### src/power_ctrl_pkg.sv
// Package: register map, field positions and counts for the auto power-down control
package power_ctrl_pkg;
    localparam int ADDR_W = 12;
    localparam logic [ADDR_W-1:0] OFS_CTRL0 = 12'h000;
    localparam logic [ADDR_W-1:0] OFS_CTRL2 = 12'h004;
    localparam logic [ADDR_W-1:0] OFS_STATUS = 12'h008;
    // Control register 0 fields
    localparam int C0_UNIT_EN = 1;
    localparam int C0_SLOW_LOGIC = 3;
    localparam int C0_ARRAY_CLK_OFF = 4;
    localparam int C0_MCELL_CLK_OFF = 5;
    localparam logic [7:0] C0_WMASK = 8'h3A;
    // Control register 2 fields
    localparam int C2_WR_OFF = 2;
    localparam int C2_RD_OFF = 3;
    localparam int C2_PSEN_OFF = 4;
    localparam int C2_STROBE_OFF = 5;
    localparam logic [7:0] C2_WMASK = 8'h3C;
    localparam logic [7:0] CTRL_RESET = 8'h00;
    // Status register fields
    localparam int ST_DOWN = 0;
    localparam int ST_COUNT_LSB = 4;
    // Inactivity counter
    localparam int IDLE_CNT_W = 4;
    localparam logic [IDLE_CNT_W-1:0] IDLE_LIMIT = 4'hF;
    localparam logic [IDLE_CNT_W-1:0] IDLE_ZERO = 4'h0;
    localparam logic [31:0] PRDATA_ZERO = 32'h0000_0000;
    typedef enum logic [2:0] {
        ST_RUN = 3'b001,
        ST_COUNTING = 3'b010,
        ST_POWERED_DOWN = 3'b100
    } pd_state_t;
endpackage : power_ctrl_pkg

### src/auto_power_down_control.sv
// Auto power-down control: idle counter, bus blocking, control register gating
//
// Overview of operation
// - Enabled unit counts when strobe idles
// - Fifteen idle clock periods raise power-down
// - Unit enable alone arms power-down entry
// - Strobe pulsing again leaves power-down
// - Select low or reset high wakes
// - Power-down blocks bus, deselects memories
// - Counter keeps module clock when blocked
// - Logic and ports never enter standby
// - Power-down holds I/O, tristates peripherals
// - Control0 bit 3 turns fast logic off
// - Select low enables memories; high disables
// - Control0 bits 4,5 cut module clock
// - Runtime writable blocking bits gate arrays
// - Control0 bit 1 enables idle unit
// - Control2 bits 2-5 cut strobes
// - Power-up clears registers; resets do not
//
// The implementer's own choices: register access over APB and the placing of the registers.
`timescale 1ns/1ps
module auto_power_down_control
    import power_ctrl_pkg::*;
#(
    parameter int MCU_ADDR_W = 16,
    parameter int MCU_DATA_W = 8
)
(
    // APB slave
    input wire logic pclk,
    input wire logic presetn,
    input wire logic psel,
    input wire logic penable,
    input wire logic pwrite,
    input wire logic [power_ctrl_pkg::ADDR_W-1:0] paddr,
    input wire logic [31:0] pwdata,
    output logic [31:0] prdata,
    output logic pready,
    output logic pslverr,
    // Microcontroller bus and control pins
    input wire logic addr_strobe,
    input wire logic wr_n,
    input wire logic rd_n,
    input wire logic psen_n,
    input wire logic [MCU_ADDR_W-1:0] mcu_addr,
    input wire logic [MCU_DATA_W-1:0] mcu_data,
    input wire logic module_clock_input,
    input wire logic chip_select_n,
    input wire logic reset_in,
    // Toward memories
    output logic [MCU_ADDR_W-1:0] mem_addr,
    output logic [MCU_DATA_W-1:0] mem_data,
    output logic mem_enable,
    output logic io_enable,
    // Toward programmable logic arrays
    output logic and_array_wr,
    output logic and_array_rd,
    output logic and_array_psen,
    output logic and_array_strobe,
    output logic and_array_clk,
    output logic macrocell_clk,
    output logic fast_logic_en,
    output logic logic_standby,
    // Port behaviour and status
    output logic power_down_flag,
    output logic pin_hold,
    output logic periph_tristate,
    output logic [power_ctrl_pkg::IDLE_CNT_W-1:0] idle_count
);
    import power_ctrl_pkg::*;

    ////////////////////////////////////////////////////////////////////////
    // Register bus
    logic [7:0] power_control_reg0;
    logic [7:0] power_control_reg2;
    pd_state_t state;
    pd_state_t next_state;

    wire setup_phase = psel && !penable;
    wire access_phase = psel && penable;
    wire hit_ctrl0 = (paddr == OFS_CTRL0);
    wire hit_ctrl2 = (paddr == OFS_CTRL2);
    wire hit_status = (paddr == OFS_STATUS);
    wire mapped = hit_ctrl0 || hit_ctrl2 || hit_status;
    wire wr_ctrl0 = access_phase && pwrite && hit_ctrl0;
    wire wr_ctrl2 = access_phase && pwrite && hit_ctrl2;

    wire [31:0] status_word = {20'h0_0000, idle_count, 3'b000, state == ST_POWERED_DOWN, 3'b000, power_down_flag};
    wire [31:0] read_mux = hit_ctrl0 ? {24'h00_0000, power_control_reg0} :
                           hit_ctrl2 ? {24'h00_0000, power_control_reg2} :
                           hit_status ? status_word : PRDATA_ZERO;

    // Zero-wait access: answer in the access cycle
    assign pready = access_phase;
    assign pslverr = access_phase && !mapped;

    always_ff @(posedge pclk or negedge presetn)
    begin
        if (!presetn)
            prdata <= PRDATA_ZERO;
        else if (setup_phase && !pwrite)
            prdata <= read_mux;
    end

    // Only power-up (presetn) clears; reset_in leaves the contents
    // power-up clear only
    always_ff @(posedge pclk or negedge presetn)
    begin
        if (!presetn)
        begin
            power_control_reg0 <= CTRL_RESET;
            power_control_reg2 <= CTRL_RESET;
        end
        else
        begin
            if (wr_ctrl0)
                power_control_reg0 <= pwdata[7:0] & C0_WMASK;
            if (wr_ctrl2)
                power_control_reg2 <= pwdata[7:0] & C2_WMASK;
        end
    end

    ////////////////////////////////////////////////////////////////////////
    // Pin edge detection
    logic strobe_prev;
    logic module_clock_input_prev;

    always_ff @(posedge pclk or negedge presetn)
    begin
        if (!presetn)
        begin
            strobe_prev <= 1'b0;
            module_clock_input_prev <= 1'b0;
        end
        else
        begin
            strobe_prev <= addr_strobe;
            module_clock_input_prev <= module_clock_input;
        end
    end

    wire strobe_edge = addr_strobe ^ strobe_prev;
    // Raw pin feeds the counter, ignoring the clock blocking bits
    // counter clock unaffected
    wire module_clock_input_rise = module_clock_input && !module_clock_input_prev;
    wire unit_enable = power_control_reg0[C0_UNIT_EN];
    wire wake = strobe_edge || !chip_select_n || reset_in;

    ////////////////////////////////////////////////////////////////////////
    // Idle state machine and counter
    wire count_done = module_clock_input_rise && (idle_count == IDLE_LIMIT - 4'h1);

    always_comb
    begin
        next_state = state;
        unique case (state)
            ST_RUN:
                if (unit_enable && !strobe_edge)
                    next_state = ST_COUNTING;
            ST_COUNTING:
                if (!unit_enable || strobe_edge)
                    next_state = ST_RUN;
                else if (count_done)
                    next_state = ST_POWERED_DOWN;
            ST_POWERED_DOWN:
                if (!unit_enable || wake)
                    next_state = ST_RUN;
            default:
                next_state = ST_RUN;
        endcase
    end

    always_ff @(posedge pclk or negedge presetn)
    begin
        if (!presetn)
            state <= ST_RUN;
        else
            state <= next_state;
    end

    // clear on edge, advance per period
    always_ff @(posedge pclk or negedge presetn)
    begin
        if (!presetn)
            idle_count <= IDLE_ZERO;
        else if (!unit_enable || strobe_edge || next_state == ST_RUN)
            idle_count <= IDLE_ZERO;
        else if (state == ST_COUNTING && module_clock_input_rise)
            idle_count <= idle_count + 4'h1;
    end

    always_ff @(posedge pclk or negedge presetn)
    begin
        if (!presetn)
            power_down_flag <= 1'b0;
        else
            power_down_flag <= (next_state == ST_POWERED_DOWN);
    end

    ////////////////////////////////////////////////////////////////////////
    // Memory side: frozen bus while down
    // block bus from memories
    always_ff @(posedge pclk or negedge presetn)
    begin
        if (!presetn)
        begin
            mem_addr <= '0;
            mem_data <= '0;
        end
        else if (next_state != ST_POWERED_DOWN)
        begin
            mem_addr <= mcu_addr;
            mem_data <= mcu_data;
        end
    end

    assign mem_enable = !chip_select_n && !power_down_flag;
    assign io_enable = !chip_select_n;

    ////////////////////////////////////////////////////////////////////////
    // Logic array inputs, gated by blocking bits; the strobe also by power-down
    // strobe blocking bits
    assign and_array_wr = wr_n && !power_control_reg2[C2_WR_OFF];
    assign and_array_rd = rd_n && !power_control_reg2[C2_RD_OFF];
    assign and_array_psen = psen_n && !power_control_reg2[C2_PSEN_OFF];
    assign and_array_strobe = addr_strobe && !power_control_reg2[C2_STROBE_OFF] && !power_down_flag;
    assign and_array_clk = module_clock_input && !power_control_reg0[C0_ARRAY_CLK_OFF];
    assign macrocell_clk = module_clock_input && !power_control_reg0[C0_MCELL_CLK_OFF];
    // slow logic bit; clock derating is the system's job
    assign fast_logic_en = !power_control_reg0[C0_SLOW_LOGIC];
    assign logic_standby = 1'b0;
    assign pin_hold = power_down_flag;
    assign periph_tristate = power_down_flag;
endmodule : auto_power_down_control

### config.mk
export PLATFORM = sky130hd
export DESIGN_NAME = auto_power_down_control
export DESIGN_NICKNAME = d
export VERILOG_FILES = /design/src/power_ctrl_pkg.sv /design/src/auto_power_down_control.sv
export SDC_FILE = /design/constraint.sdc
export NUM_CORES = 1
export LEC_CHECK = 0
export BUFFER_PORTS_ARGS = -buffer_cell sky130_fd_sc_hd__buf_4
export CORE_UTILIZATION = 47
export CTS_CLUSTER_SIZE = 8
export DETAILED_ROUTE_END_ITERATION = 10
export PLACE_DENSITY = 0.95
export SLEW_MARGIN = 15
export SYNTH_ARGS = -nofsm -noshare
export SYNTH_HDL_FRONTEND = slang
export SYNTH_SLANG_ARGS = --single-unit
export TNS_END_PERCENT = 50
### constraint.sdc
create_clock -name pclk -period 3.3 [get_ports pclk]
set_input_delay 0.165 -clock pclk [delete_from_list [all_inputs] [get_ports pclk]]
set_output_delay 0.165 -clock pclk [all_outputs]
set_load 0.02 [all_outputs]
==> key figures, run 1 <==
Worst setup path
  • Top delay family on crit path: buffers and inverters
  • Worst Setup SP: idle_count[0]
  • Worst Path Arrival: 2320 ps
  • Critical Path Stages: 7
  • CP required: 3490 ps
  • CP max FO: 25
  • Worst reg2reg path depth: 7
  • Setup CP Type: reg -> reg
  • Biggest cell delay along the critical path: 450 ps
  • CP endpoint kind: register
  • Crit path launch type: register
  • Critical path's slowest cell: dfrtp_1
  • CP Cell Sequence: inv_1 -> ha_1 -> nand3_1 -> o32ai_1 -> and4_1 -> buf_4 -> mux2_2
  • Worst path buffer plus inverter count: 2
  • Setup slack, reg-to-reg: 1170 ps
  • Reg-to-reg startpoint: idle_count[0]

GRT
  • Number of global-route vias before repair: 1,845
  • First-pass GRT wire length: 8673 um
  • Total track usage: 18.76%
  • Largest net degree at the start of global routing: 53
  • Antenna violations before repair: 0
  • GRT overflow: 0

Drt
  • First-pass detailed-route iteration total: 4
  • Final ANT Viol Nets: 0
  • Total Routed Length: 5307 um
  • Routed len/inst: 13.97 um
  • Via-to-Cell Ratio: 4.845
  • Drt drc: 0
  • DR iter-0 viols: 101
  • Via count of the routed design: 1,841

Clock tree
  • Clock tree sinks: 52
  • CTS tree: done
  • H-tree depth: 2
  • Root buffer cell: clkbuf_8
  • Number of setup buffers added after CTS: 0
  • Clock buffer depth: 2
  • Worst skew pair latency: 300 ps
  • Reg clk slew, reported paths: 90 ps
  • Total CTS buffers: 5

Timing
  • Slew @ Worst Pin: 679.5 ps
  • FMAX: 470.2 MHz
  • Final worst slack: 1173 ps
  • Tmin final: 2127 ps
  • Final Setup Violations: 0
  • Final Cycle Share: 64.45%
  • Worst Skew: 6.755 ps
  • Final slew viol count: 0
  • Worst slew margin: 54.60%
  • RSZ-0062 raised after global routing: no
  • Hold Fails Final Rpt: 0
  • Setup tns final: 0 ps

Die
  • Boundary Pins: 155
  • Site row count: 26
  • Die Span X: 76.25 um
  • DIE AREA: 5814 um2
  • Core outline area: 5205 um2
  • Die Ht: 76.25 um
  • Initial core utilization: 49.78%

Power and ir drop
  • Max VDD drop: 212.2 uV
  • Power Density: 379.0 nW/um2
  • Overall power: 0.001299 W
  • Static Leakage: 1.676 nW

Placed design
  • GP Congestion: 0.7594
  • Port buffer count: 104
  • DP Wirelength: 4042 um
  • Pre-CTS setup slack: 1217 ps
  • Area after DPL: 3286 um2

Logic synthesis
  • Synth area leader: dfrtp_1
  • Post-synth cell types: 43
  • Sequential fraction of the synthesis area: 50.27%
  • Async set or reset register ratio after synthesis: 100.0%
  • Post-synth top area share: 49.25%
  • EDFF count, synth: 0
  • Synth Instances: 205
  • List of most frequent post-synthesis cells: 51 x dfrtp_1, 25 x buf_4, 23 x mux2_4, 14 x nand2_1
  • Syn_area_per_cell: 12.64 um2
  • Largest cells by area after synthesis: dfrtp_1 49%, mux2_4 13%, buf_4 7.2%
  • Flops & latches, synth: 52
  • Netlist Area Pre-Place: 2591 um2
  • Yosys Warn Count: 0
  • Top-count cell post-synth: dfrtp_1
  • Most used DFF post-synth: dfrtp_1

Layout
  • Synth-to-Final Area Change: 32.26%
  • Post-route cell area: 3427 um2
  • Layout cells sized above 1: 50.32%
  • ANT cells: 0
  • Fillers: 405
  • Fin nets: 391

Hold path
  • Hold wc startpoint: module_clock_input
  • Worst min path class: in -> reg
  • Hold Path Depth: 1

Flow run
  • Max_cap viols: 0

Status
  • Status: completed
[per-layer routing]
| metal | global-route usage, % | vias to the layer above | wire (um) |
|---|---|---|---|
| met5 | 0 | - | 0 |
| met2 | 33.87 | 75 | 2869 |
| met4 | 5.577 | 0 | 29 |
| met3 | 3.353 | 4 | 243 |
| li1 | - | 866 | - |
| met1 | 22.70 | 896 | 2166 |
[sequential cells by signal (all words and copies together) (netlist names)]
| name | count |
|---|---|
| module_clock_input_prev | 1 |
| strobe_prev | 1 |
| power_control_reg0 | 4 |
| mem_data | 8 |
| periph_tristate | 1 |
| power_control_reg2 | 4 |
| state | 3 |
| prdata | 10 |
| idle_count | 4 |
| mem_addr | 16 |
[cell type report]
cell class	count	area, um2	area share [%]
Sequential cell	52	1303	38.01
Multi-Input combinational cell	136	1081	31.54
Timing Repair Buffer	107	808.3	23.59
Tap cell	70	87.58	2.556
Clock buffer	6	82.58	2.410
Clock inverter	2	38.79	1.132
Inverter	7	26.28	0.7667
[what timing repair did]
action	4_1_cts	5_1_grt
gates resized for setup	0	0
hold endpoints to repair	52	0
hold buffers	2	0
[power by group]
part / internal, W / total (W) / switching [W]
clock network: 0.000248 / 0.000447 / 0.000200
logic: 0.0000917 / 0.000189 / 0.0000969
registers: 0.000653 / 0.000663 / 0.00000980
[cell usage in the layout, fill, tap and decap left out, types with 7 or more instances in the layout]
cell       n
mux2_2     9
inv_1      7
mux2_4    23
conb_1    23
buf_4    105
o21ai_0    9
nand2_1   14
dfrtp_1   51
[final timing paths]
kind,end
hold reg to reg,prdata[10]
max in group asynchronous,state[2]
setup reg to reg,mem_data[2]
hold / removal,module_clock_input_prev
setup / recovery,mem_data[2]
min in group asynchronous,prdata[0]
[through the flow]
step	hold slack, ps	util (%)	instances
after global placement	223.3	63.13	370
after floorplan	-130.6	-	227
after CTS	30.58	65.84	380
final	36.21	65.84	380
after global routing	15.69	65.84	380
after detailed placement	236.0	63.13	370
[cell families after synthesis]
kind of cell	share of synthesized area [%]
xor+xnor	1.352
fa+ha+maj	0.9656
flops	50.27
simple gates	13.09
buf+inv	11.20
compound gates	4.974
mux	18.01
other cells	0.1447
Note: power is estimated with default switching activity, not from simulation.
==> run 2, diff against run 1 <==
--- a/config.mk
+++ b/config.mk
@@ -6,10 +6,10 @@
 export NUM_CORES = 1
 export LEC_CHECK = 0
 export BUFFER_PORTS_ARGS = -buffer_cell sky130_fd_sc_hd__buf_4
-export CORE_UTILIZATION = 47
+export CORE_UTILIZATION = 43
 export CTS_CLUSTER_SIZE = 8
 export DETAILED_ROUTE_END_ITERATION = 10
-export PLACE_DENSITY = 0.95
+export PLACE_DENSITY = 0.89
 export SLEW_MARGIN = 15
 export SYNTH_ARGS = -nofsm -noshare
 export SYNTH_HDL_FRONTEND = slang
==> constraint.sdc (replaced) <==
create_clock -name pclk -period 2.02 [get_ports pclk]
set_input_delay 0.101 -clock pclk [delete_from_list [all_inputs] [get_ports pclk]]
set_output_delay 0.101 -clock pclk [all_outputs]
set_load 0.02 [all_outputs]
==> key figures, run 2 (synthesis results as in run 1) <==
Status
  • Status: completed (unchanged)

Die
  • Site row count: 27 (was 26)
  • Die Ht: 79.63 um (was 76.25 um)
  • Boundary Pins: 155 (unchanged)
  • Die Span X: 79.63 um (was 76.25 um)
  • DIE AREA: 6341 um2 (was 5814 um2)
  • Core outline area: 5642 um2 (was 5205 um2)
  • Initial core utilization: 45.93% (was 49.78%)

Drt
  • Via count of the routed design: 1,820 (was 1,841)
  • Final ANT Viol Nets: 0 (unchanged)
  • First-pass detailed-route iteration total: 5 (was 4)
  • Drt drc: 0 (unchanged)
  • Total Routed Length: 5282 um (was 5307 um)
  • DR iter-0 viols: 89 (was 101)
  • Routed len/inst: 13.68 um (was 13.97 um)
  • Via-to-Cell Ratio: 4.715 (was 4.845)

Clock tree
  • CTS tree: done (unchanged)
  • Clock buffer depth: 2 (unchanged)
  • H-tree depth: 2 (unchanged)
  • Total CTS buffers: 5 (unchanged)
  • Reg clk slew, reported paths: 90 ps (about the same)
  • Post_cts resized: 0 (unchanged)
  • Root buffer cell: clkbuf_8 (unchanged)
  • Clock tree sinks: 52 (unchanged)
  • Worst skew pair latency: 290 ps (was 300 ps)

Timing
  • Worst Skew: 9.552 ps (was 6.755 ps)
  • Worst slew margin: 56.93% (was 54.60%)
  • Final worst slack: 173.7 ps (was 1173 ps)
  • Setup tns final: 0 ps (unchanged)
  • Final Setup Violations: 0 (unchanged)
  • Final slew viol count: 0 (unchanged)
  • Tmin final: 1846 ps (was 2127 ps)
  • Slew @ Worst Pin: 646.0 ps (was 679.5 ps)
  • Final Cycle Share: 91.40% (was 64.45%)
  • FMAX: 541.6 MHz (was 470.2 MHz)
  • Hold Fails Final Rpt: 0 (unchanged)
  • RSZ-0062 raised after global routing: no (unchanged)

Placed design
  • GP Congestion: 0.7864 (was 0.7594)
  • DP Wirelength: 4003 um (was 4042 um)
  • Port buffer count: 104 (unchanged)
  • Pre-CTS setup slack: 162.3 ps (was 1217 ps)

Layout
  • Area of the multi-input gates: 1081 um2 (unchanged)
  • Fillers: 461 (was 405)
  • Max reg flops: 16 (unchanged)
  • Layout cells sized above 1: 50.32% (about the same)
  • FF/Latch Area: 1303 um2 (unchanged)
  • Fin nets: 395 (was 391)
  • Largest Register: mem_addr (unchanged)
  • ANT cells: 0 (unchanged)
  • Most frequent cells in the layout: 107 x buf_4, 51 x dfrtp_1, 23 x mux2_4, 23 x conb_1, 14 x nand2_1 (was 105 x buf_4, 51 x dfrtp_1, 23 x mux2_4, 23 x conb_1, 14 x nand2_1)
  • Top flop regs: mem_addr: 16 flops, prdata: 10 flops, mem_data: 8 flops (unchanged)
  • Commonest non-fill, non-tap cell in the layout: buf_4 (unchanged)
  • Synth-to-Final Area Change: 32.69% (was 32.26%)

GRT
  • Largest net degree at the start of global routing: 53 (unchanged)
  • GRT overflow: 0 (unchanged)
  • Number of global-route vias before repair: 1,766 (was 1,845)
  • First-pass GRT wire length: 8362 um (was 8673 um)
  • Total track usage: 16.93% (was 18.76%)
  • Antenna violations before repair: 0 (unchanged)

Worst setup path
  • CP endpoint kind: register (unchanged)
  • Worst reg2reg path depth: 7 (unchanged)
  • CP max FO: 25 (unchanged)
  • Setup CP Type: reg -> reg (unchanged)
  • Worst Path Arrival: 2030 ps (was 2320 ps)
  • Crit path launch type: register (unchanged)
  • CP required: 2210 ps (was 3490 ps)

Power and ir drop
  • Power Density: 569.4 nW/um2 (was 379.0 nW/um2)
  • Static Leakage: 1.679 nW (was 1.676 nW)
  • Max VDD drop: 291.3 uV (was 212.2 uV)

Flow run
  • Max_cap viols: 0 (unchanged)

Hold path
  • Hold Path Depth: 2 (was 1)
  • Worst min path class: in -> reg (unchanged)
[run 2: cell types whose count changed in the layout (fill, tap and decap cells not counted), sizes merged]
cell / change
dlygate4sd3: +1
bufinv: -1
clkinvlp: +1
buf: +3
[run 2: path summary, 6_finish.rpt]
kind                                from     endpoint  slack, ps
max                        idle_count[0]  mem_data[3]        170
min                          mcu_addr[9]  mem_addr[9]         30
max reg2reg                idle_count[0]  mem_data[3]        170
min reg2reg                   prdata[11]   prdata[11]        490
max in group asynchronous        presetn  strobe_prev       1210
min in group asynchronous        presetn    prdata[0]        370
[run 2: worst max-delay path, cell delays in order (launching register included)]
cell,delay (ps)
dfrtp_1,390
inv_1,90
ha_1,150
nand3_1,100
o32ai_1,150
and4_1,280
buf_12,220
mux2_2,360
[run 2: cell type report]
cell class / count / share of cell area, %
Clock buffer: 6 / 2.111
Clock inverter: 2 / 0.3639
Inverter: 7 / 0.7642
Multi-Input combinational cell: 136 / 31.44
Sequential cell: 52 / 37.88
Tap cell: 72 / 2.620
Timing Repair Buffer: 111 / 24.82
[run 2: stage by stage]
stage | instances | utilization [%] | power, W | instance area (um2) | hold WS, ps
after floorplan | 227 | - | 0.001276 | 2674 | -194.6
after global placement | 375 | 58.90 | 0.001404 | 3323 | 170.2
after detailed placement | 375 | 58.90 | 0.001411 | 3323 | 173.7
after CTS | 386 | 60.94 | 0.001988 | 3438 | 14.81
after global routing | 386 | 60.94 | 0.002057 | 3438 | 0.9821
final | 386 | 60.94 | 0.001958 | 3438 | 28.39
[run 2: repair_timing]
item | in CTS | in global routing
hold buffers | 3 | 0
buffers inserted | 0 | 0
hold endpoints to repair | 53 | 0
[run 2: where the power goes]
group          switching [W]  internal [W]
clock network       0.000322      0.000243
registers          0.0000152       0.00107
logic               0.000159      0.000152
[run 2: per-layer routing]
layer	vias to the layer above	wire length, um	global-route usage (%)
li1	874	-	-
met1	892	2247	21.69
met2	52	2819	29.57
met3	2	200	3.771
met4	0	13	2.727
met5	-	0	0
